## config.mk

```make
export PLATFORM = sky130hd
export DESIGN_NAME = cmcrc_clk_div
export DESIGN_NICKNAME = d
export VERILOG_FILES = /design/src/pkg/cmcrc_pkg.sv /design/src/rtl/cmcrc_clk_div.sv
export SDC_FILE = /design/constraint.sdc
export NUM_CORES = 1
export LEC_CHECK = 0
export BUFFER_PORTS_ARGS = -buffer_cell sky130_fd_sc_hd__buf_4
export CELL_PAD_IN_SITES_DETAIL_PLACEMENT = 1
export CELL_PAD_IN_SITES_GLOBAL_PLACEMENT = 1
export CORE_ASPECT_RATIO = 0.9
export CORE_MARGIN = 2
export CORE_UTILIZATION = 46
export CTS_CLUSTER_DIAMETER = 30
export CTS_CLUSTER_SIZE = 28
export DETAILED_ROUTE_END_ITERATION = 8
export PLACE_DENSITY_LB_ADDON = 0.3
export REMOVE_ABC_BUFFERS = 1
export SETUP_SLACK_MARGIN = 0.1
export SLEW_MARGIN = 20
export SYNTH_ARGS = -nofsm -noshare
export SYNTH_HDL_FRONTEND = slang
export SYNTH_SLANG_ARGS = --single-unit
```

## constraint.sdc

```tcl
create_clock -name i_ref_clk -period 2.8 [get_ports i_ref_clk]
set_input_delay 0 -clock i_ref_clk [delete_from_list [all_inputs] [get_ports i_ref_clk]]
set_output_delay 0 -clock i_ref_clk [all_outputs]
set_load 0.005 [all_outputs]
```

## src/pkg/cmcrc_pkg.sv

```systemverilog
// constants, types and crc functions of the configuration memory crc checker
//
// Behaviour
// - each configuration frame carries a 16-bit crc
// - frame crc mismatch drives config status low
// - one 32-bit crc covers whole memory
// - compare-result and expected-value registers, 32 bits
// - non-zero compare result drives error high
// - compare result zero when memory intact
// - expected value loaded at configuration end
// - expected value transferred into compare circuit
// - scan instruction makes expected value scan chain
// - scanning does not halt checking
// - checking starts automatically in user mode
// - error low until a pass finds corruption
// - error holds through next pass, no history
// - clean pass drives error low again
// - passes repeat until device reset or end of user mode
// - check clock from divided oscillator, 80MHz..312.5kHz
// - divisor is two to the n, n 0..8
// - 10-bit instruction code selects 32-bit chain
package cmcrc_pkg;

    // ----------------------------------------------------------------
    // clocking
    // ----------------------------------------------------------------
    localparam int unsigned REF_FREQ_KHZ = 200000;
    localparam int unsigned OSC_FREQ_KHZ = 80000;
    localparam int unsigned CHECK_MAX_FREQ_KHZ = 80000;
    localparam int unsigned CHECK_MIN_FREQ_HZ = 312500;
    localparam logic [3:0] DIV_EXP_MAX = 4'h8;
    localparam logic [3:0] DIV_EXP_RESET = 4'h0;

    // ----------------------------------------------------------------
    // scan access
    // ----------------------------------------------------------------
    localparam logic [9:0] EXPECTED_VALUE_SCAN_INSTR = 10'h015;
    localparam int unsigned SCAN_CHAIN_LEN = 32;

    // ----------------------------------------------------------------
    // crc definitions and reset values
    // ----------------------------------------------------------------
    localparam logic [31:0] CRC32_POLY = 32'h04c11db7;
    localparam logic [31:0] CRC32_INIT = 32'hffffffff;
    localparam logic [15:0] CRC16_POLY = 16'h8005;
    localparam logic [15:0] CRC16_INIT = 16'hffff;
    localparam logic [31:0] EXPECTED_RESET = 32'h00000000;
    localparam logic [31:0] COMPARE_RESET = 32'h00000000;

    typedef enum logic [1:0] {
        CMCRC_IDLE = 2'b00,
        CMCRC_LOAD = 2'b01,
        CMCRC_SCAN = 2'b11,
        CMCRC_DONE = 2'b10
    } cmcrc_state_type;

    // ----------------------------------------------------------------
    // crc over one 32-bit word, msb first
    // ----------------------------------------------------------------
    function automatic logic [31:0] cmcrc_crc32_word(input logic [31:0] crc,
                                                     input logic [31:0] data);
        logic [31:0] c;
        logic fb;
        c = crc;
        for (int i = 31; i >= 0; i--) begin
            fb = c[31] ^ data[i];
            c = {c[30:0], 1'b0} ^ (fb ? CRC32_POLY : 32'h00000000);
        end
        return c;
    endfunction

    function automatic logic [15:0] cmcrc_crc16_word(input logic [15:0] crc,
                                                     input logic [31:0] data);
        logic [15:0] c;
        logic fb;
        c = crc;
        for (int i = 31; i >= 0; i--) begin
            fb = c[15] ^ data[i];
            c = {c[14:0], 1'b0} ^ (fb ? CRC16_POLY : 16'h0000);
        end
        return c;
    endfunction

endpackage

```

## src/rtl/cmcrc_clk_div.sv

```systemverilog
// check-rate enable: oscillator emulation divided by two to the n
`timescale 1ns/10ps
module cmcrc_clk_div (
    input wire logic i_ref_clk,
    input wire logic i_nrst,
    input wire logic [3:0] i_div_exp,
    output logic o_check_tick
);
    import cmcrc_pkg::*;

    // ----------------------------------------------------------------
    // oscillator rate as a fractional accumulator
    // ----------------------------------------------------------------
    // averages exactly to the oscillator rate; jitter of one reference
    // cycle is harmless since the check logic only counts ticks
    localparam logic [17:0] ACC_STEP = 18'(OSC_FREQ_KHZ);
    localparam logic [17:0] ACC_WRAP = 18'(REF_FREQ_KHZ);

    logic [17:0] acc;
    logic [18:0] acc_sum;
    logic osc_tick;
    logic [7:0] div_cnt;
    logic [7:0] div_mask;

    assign acc_sum = {1'b0, acc} + {1'b0, ACC_STEP};
    assign osc_tick = (acc_sum >= {1'b0, ACC_WRAP});
    assign div_mask = 8'((9'h001 << i_div_exp) - 9'h001);

    always_ff @(posedge i_ref_clk) begin
        if (!i_nrst) begin
            acc <= 18'h00000;
        end else if (osc_tick) begin
            acc <= 18'(acc_sum - {1'b0, ACC_WRAP});
        end else begin
            acc <= acc_sum[17:0];
        end
    end

    // ----------------------------------------------------------------
    // power-of-two divider
    // ----------------------------------------------------------------
    always_ff @(posedge i_ref_clk) begin
        if (!i_nrst) begin
            div_cnt <= 8'h00;
        end else if (osc_tick) begin
            div_cnt <= div_cnt + 8'h01;
        end
    end

    always_ff @(posedge i_ref_clk) begin
        if (!i_nrst) begin
            o_check_tick <= 1'b0;
        end else begin
            o_check_tick <= osc_tick && ((div_cnt & div_mask) == div_mask);
        end
    end

endmodule

```

==> qor.yml, run 1 <==
fmax_mhz: 399
worst_slack_ns: 0.293
synth_compound_area_frac: 0.294
worstPathRequired_ns: 2.98
endpoint_kind: "register"
groute.usage.overall: 0.233
clock-skew-final_ns: 0.00254
yosys.area_share.simple: 0.264
hold_ws_ns: 0.0629
setup_tns_ns: 0
period_share: 0.895
h-tree-depth: 1
layout.nets: 216
critPathArrivalTime_ns: 2.69
coreArea_um2: 3400
fin_cells: 246
die_x_um: 66.9
yosysTopAreaCell: "dfxtp_1"
worst_pin_slew_ns: 0.601
irDropWorstVdd_mv: 0.457
drive_gt1_frac: 0.134
portBuffers: 6
clk_transition_reported_paths_ns: 0.08
viasPerCell: 6.32
chipHeight_um: 60.7
ff2ff_setup_slack_ns: 0.29
cp_max_fo: 33
syn_inst: 200
cts.sinks: 21
cpLargestDelayFamily: "simple AND/OR/NAND/NOR gates"
synthXorXnorAreaFrac: 0.0534
min-delay-start: "i_nrst"
dr_total_vias: 1555
grt_pass1_vias: 1516
wl_per_cell_um: 18.1
num_rows: 20
cts_tree: "built"
dp_hpwl_mm: 3.38
placed_cells: 242
dr.first_iter.drc_count: 82
wl_mm: 4.44
mostFrequentLayoutCells: "21 x a21oi_1, 20 x dfxtp_1, 11 x buf_4, 10 x nor3_1, 10 x nand2_1"
post-route-min-period_ns: 2.51
syn_to_final_growth_pct: 6.94
ys_ff_latch: 21
cts_buffers: 3
drtAntennaViolNets: 0
status: "complete, no violations"
startpoint: "acc[8]"
drv_slew: 0
synth_top_family_by_area: "compound AO/OA/AOI/OAI gates"
grt_max_degree: 34
ys_warn_count: 0
cts_root_buf: "clkbuf_8"
power_mw: 1.66
async_reset_ff_frac: 0
setup_violations: 0
regToRegStartpoint: "acc[8]"
grt_overflow: 0
cts_setup_buffers: 0
drc: 0
antenna_cells: 0
slew-limit-headroom: 0.597
syn_area_um2: 1640
synthAdderAreaFrac: 0.0534
cap_violations: 0
synth_flop_cell: "dfxtp_1"
insertion_delay_ns: 0.27
synth-seq-area-share: 0.256
hold_class: "in2reg"
grt_pass1_wl_mm: 7.19
power.density_nw_per_um2: 945
boundaryPins: 7
power_leakage_nw: 0.626
worst-path-buf-inv: 0
timing.setup.critical_path_class: "reg2reg"
synthTopCellsByArea: "dfxtp_1 26%, a21oi_1 6.7%, ha_1 5.3%"
path_cells: "ha_2, nand3_4, or3_1, a2bb2oi_1, o211a_4, or4_1, a21oi_1"
antenna_found_initial: 0
synth_top_area_frac: 0.256
slowest_stage: "or4_1"
place.gp.congestion: 0.923
crit_path_start_kind: "register"
synth_cell_types: 52
final_hold_viol_count: 0
clk_path_buf_depth: 2
start_util: 0.482
synth_area_per_cell_um2: 8.20
die_area_um2: 4060
place_ws_ns: 0.161
drt_first_pass_iters: 4
layout_commonest_cell: "a21oi_1"
rsz0062_at_grt: "false"
synth-edff-count: 0
cp_slowest_stage_delay_ns: 0.53
muxShareOfSynthArea: 0.0183
final timing paths:
path,depth (start not counted),endpoint
worst max-delay path,7,div_cnt[4]
worst min-delay path,3,acc[14]
worst max register to register,7,div_cnt[4]
worst min register to register,2,div_cnt[5]
stage by stage:
step                      instance area [um^2]   util
after floorplan                           1560      -
after global placement                    1700  0.500
after detailed placement                  1700  0.500
after CTS                                 1750  0.513
after global routing                      1750  0.515
final                                     1750  0.515
per-layer routing:
| layer | wire length [um] | up-vias | share of wire | GRT usage |
|---|---|---|---|---|
| li1 | - | 774 | - | - |
| met1 | 2030 | 763 | 0.46 | 0.288 |
| met2 | 2310 | 14 | 0.52 | 0.436 |
| met4 | 27 | 0 | 0.0061 | 0.0350 |
| met5 | 0 | - | 0 | 0 |
| met3 | 71 | 4 | 0.016 | 0.0408 |
synth_stat cells (2+ instances only):
cell type  number
a21oi_1        22
dfxtp_1        21
nand2_1        10
nor3_1         10
or4_1           9
o21ai_0         8
o31ai_1         8
ha_1            7
nand2b_1        7
nand3_1         7
nor2_1          7
xnor2_1         6
buf_4           5
inv_1           5
clkbuf_1        4
xor2_1          4
mux2i_1         3
nand4_1         3
nor4_1          3
o211ai_1        3
o31a_1          3
o41ai_1         3
or3_1           3
a31o_2          2
a41oi_1         2
and2_1          2
and3_1          2
buf_2           2
nand3b_1        2
nor2b_1         2
nor4b_1         2
o21a_1          2
or2_2           2
cells by family (layout without fill, tap and decap cells):
logic type / Yosys count / count (layout)
and+or+nand+nor: 74 / 74
AOI/OAI and AO/OA: 66 / 66
xor gates and xnor gates: 10 / 10
buffers and inverters: 19 / 21
adders and majority gates: 7 / 7
DFF: 21 / 21
muxes: 3 / 3
report_power, final:
group | internal [mW] | switching [mW]
Sequential | 0.383 | 0.142
Clock | 0.0994 | 0.109
Combinational | 0.367 | 0.556
Total | 0.850 | 0.807
timing repair:
| item | 4_1_cts | 5_1_grt |
|---|---|---|
| hold buffers | 0 | 0 |
| resized for setup | 0 | 3 |
| setup endpoints to repair | 0 | 10 |
worst reg2reg max path, cell delays in order (launching register included):
cell and delay, ns:
dfxtp_2 0.41, ha_2 0.28, nand3_4 0.13, or3_1 0.34
a2bb2oi_1 0.17, o211a_4 0.37, or4_1 0.54, a21oi_1 0.17
sequential cells by signal, summed over array words and instances (netlist names):
name / flops
acc: 12
div_cnt: 8
o_check_tick: 1
final cells by class:
| type | instances | area, um^2 |
|---|---|---|
| Fill cell | 442 | 1650 |
| Multi-Input combinational cell | 160 | 1130 |
| Sequential cell | 21 | 422 |
| Timing Repair Buffer | 11 | 82.6 |
| Tap cell | 44 | 55.1 |
| Clock buffer | 3 | 41.3 |
| Inverter | 6 | 22.5 |
| Clock inverter | 1 | 5.00 |
Power figures use the tool's default switching activity.
==> run 2: changes to the inputs <==
--- a/config.mk
+++ b/config.mk
@@ -5,16 +5,16 @@
 export SDC_FILE = /design/constraint.sdc
 export NUM_CORES = 1
 export LEC_CHECK = 0
-export BUFFER_PORTS_ARGS = -buffer_cell sky130_fd_sc_hd__buf_4
 export CELL_PAD_IN_SITES_DETAIL_PLACEMENT = 1
 export CELL_PAD_IN_SITES_GLOBAL_PLACEMENT = 1
 export CORE_ASPECT_RATIO = 0.9
 export CORE_MARGIN = 2
-export CORE_UTILIZATION = 46
+export CORE_UTILIZATION = 48
 export CTS_CLUSTER_DIAMETER = 30
 export CTS_CLUSTER_SIZE = 28
 export DETAILED_ROUTE_END_ITERATION = 8
-export PLACE_DENSITY_LB_ADDON = 0.3
+export DONT_BUFFER_PORTS = 1
+export PLACE_DENSITY_LB_ADDON = 0.08
 export REMOVE_ABC_BUFFERS = 1
 export SETUP_SLACK_MARGIN = 0.1
 export SLEW_MARGIN = 20
==> qor.yml, run 2 (synthesized netlist as in run 1, its figures left out) <==
status: "complete, no violations"  # unchanged
worst_pin_slew_ns: 0.613  # was 0.601 ns
final_hold_viol_count: 0  # unchanged
slowest_stage: "dfxtp_1"  # was or4_1
timing.setup.critical_path_class: "reg2reg"  # unchanged
cp_slowest_stage_delay_ns: 0.55  # was 0.53 ns
drt_first_pass_iters: 4  # unchanged
fin_cells: 240  # was 246
clk_transition_reported_paths_ns: 0.09  # was 0.08 ns
fmax_mhz: 390  # was 399 MHz
irDropWorstVdd_mv: 0.391  # was 0.457 mV
syn_to_final_growth_pct: 4.65  # was 6.94%
portBuffers: 0  # was 6
post-route-util: 0.516  # was 0.515
rsz0062_at_grt: "false"  # unchanged
cts.sinks: 21  # unchanged
final_area_um2: 1720  # was 1750 um^2
cts_buffers: 3  # unchanged
path_cells: "nand4_1, a21oi_1, o21ai_0, o211a_4, or4_1, a21oi_1"  # was ha_2, nand3_4, or3_1, a2bb2oi_1, o211a_4, or4_1, a21oi_1
viasPerCell: 6.40  # was 6.32
h-tree-depth: 1  # unchanged
dpl_cell_area_um2: 1660  # was 1700 um^2
p_int_mw: 0.845  # was 0.850 mW
drv_slew: 0  # unchanged
dr_total_vias: 1535  # was 1555
cp_max_fo: 33  # unchanged
drive_gt1_frac: 0.0867  # was 0.134
cpLargestDelayFamily: "compound AO/OA/AOI/OAI gates"  # was simple AND/OR/NAND/NOR gates
pwr-share-seq: 0.308  # was 0.317
setup_violations: 0  # unchanged
num_rows: 20  # unchanged
cts_root_buf: "clkbuf_8"  # unchanged
grt_use_met2: 0.421  # was 0.436
antenna_found_initial: 0  # unchanged
grt_pass1_wl_mm: 7.39  # was 7.19 mm
coreArea_um2: 3330  # was 3400 um^2
groute.usage.overall: 0.250  # was 0.233
power_mw: 1.66  # about the same
hold_class: "in2reg"  # unchanged
r2r_cells: 6  # was 7
power.switching_mw: 0.818  # was 0.807 mW
die_area_um2: 3900  # was 4060 um^2
pwr-share-comb: 0.560  # was 0.557
antenna_cells: 0  # unchanged
crit_path_start_kind: "register"  # unchanged
post-route-min-period_ns: 2.56  # was 2.51 ns
place.gp.congestion: 0.834  # was 0.923
insertion_delay_ns: 0.27  # about the same
worst-path-buf-inv: 0  # unchanged
critPathArrivalTime_ns: 2.75  # was 2.69 ns
grt_overflow: 0  # unchanged
largest_reg_flops: 12  # unchanged
die_x_um: 65.6  # was 66.9 um
layout_commonest_cell: "a21oi_1"  # unchanged
worst_slack_ns: 0.237  # was 0.293 ns
endpoint_kind: "register"  # unchanged
hold_depth: 4  # was 3
layout.nets: 210  # was 216
worstPathRequired_ns: 2.99  # was 2.98 ns
placed_cells: 235  # was 242
crit_cells: 6  # was 7
mostFrequentLayoutCells: "22 x a21oi_1, 21 x dfxtp_1, 10 x nor3_1, 10 x nand2_1, 9 x or4_1"  # was 21 x a21oi_1, 20 x dfxtp_1, 11 x buf_4, 10 x nor3_1, 10 x nand2_1
clock-skew-final_ns: 0.00112  # was 0.00254 ns
place_ws_ns: 0.309  # was 0.161 ns
grt_pass1_vias: 1550  # was 1516
power_leakage_nw: 0.601  # was 0.626 nW
ff2ff_setup_slack_ns: 0.24  # was 0.29 ns
dr.first_iter.drc_count: 86  # was 82
busiest_layer: "met2"  # unchanged
cts_resized: 0  # unchanged
wl_mm: 4.53  # was 4.44 mm
slew-limit-headroom: 0.590  # was 0.597
cts_tree: "built"  # unchanged
setup_tns_ns: 0  # unchanged
top_regs: "acc: 12 flops, div_cnt: 8 flops, o_check_tick: 1 flops"  # unchanged
largest_register: "acc"  # unchanged
p_sw_frac: 0.492  # was 0.487
cap_violations: 0  # unchanged
grt_use_met1: 0.326  # was 0.288
grt_max_degree: 34  # unchanged
start_util: 0.493  # was 0.482
grt.met3_usage: 0.0361  # was 0.0408
hold_ws_ns: 0.0497  # was 0.0629 ns
drtAntennaViolNets: 0  # unchanged
clk_path_buf_depth: 2  # unchanged
dp_hpwl_mm: 3.27  # was 3.38 mm
wl_per_cell_um: 18.9  # was 18.1 um
clock_power_share: 0.132  # was 0.126
power.density_nw_per_um2: 969  # was 945 nW/um^2
boundaryPins: 7  # unchanged
worst_path_most_repeated_cell: "a21oi_1"
drc: 0  # unchanged
period_share: 0.915  # was 0.895
chipHeight_um: 59.5  # was 60.7 um
[run 2: changes by cell type in the layout (fill, tap and decap cells not counted), sizes merged]
| cell | before | now |
|---|---|---|
| buf | 11 | 4 |
| dlygate4sd3 | 0 | 1 |
[run 2: power groups by stage]
| stage | Clock (mW) | Sequential (mW) | Combinational (mW) |
|---|---|---|---|
| after floorplan | 0 | 0.502 | 0.663 |
| after global placement | 0 | 0.508 | 0.857 |
| after detailed placement | 0 | 0.516 | 0.913 |
| after CTS | 0.224 | 0.510 | 0.924 |
| after global routing | 0.233 | 0.527 | 1.03 |
| final | 0.220 | 0.512 | 0.930 |
[run 2: worst paths after layout]
kind	from	endpoint
min	i_div_exp[3]	o_check_tick
max	acc[9]	div_cnt[4]
max reg2reg	acc[9]	div_cnt[4]
min reg2reg	div_cnt[5]	div_cnt[5]
[run 2: routing by layer]
layer / part of all wire / vias to the layer above
met5: 0 / -
met4: 0.014 / 0
met3: 0.019 / 7
met2: 0.47 / 11
met1: 0.49 / 751
li1: - / 766
[run 2: worst min-delay path, cell delays in order]
cell      delay (ns)
a21oi_1         0.04
o211a_1         0.12
o221ai_1        0.07
nor3_1          0.05
[run 2: final cells by class]
cell class                      count  area (um^2)
Clock inverter                      1         5.00
Inverter                            6         22.5
Clock buffer                        3         41.3
Fill cell                         404         1610
Tap cell                           44         55.1
Multi-Input combinational cell    160         1120
Sequential cell                    21          420
Timing Repair Buffer                5         52.6
[run 2: what timing repair did]
action	in CTS	in global routing
setup endpoints to repair	0	0
hold buffers	1	0
setup buffers	0	0
endpoints found under the hold margin	4	0
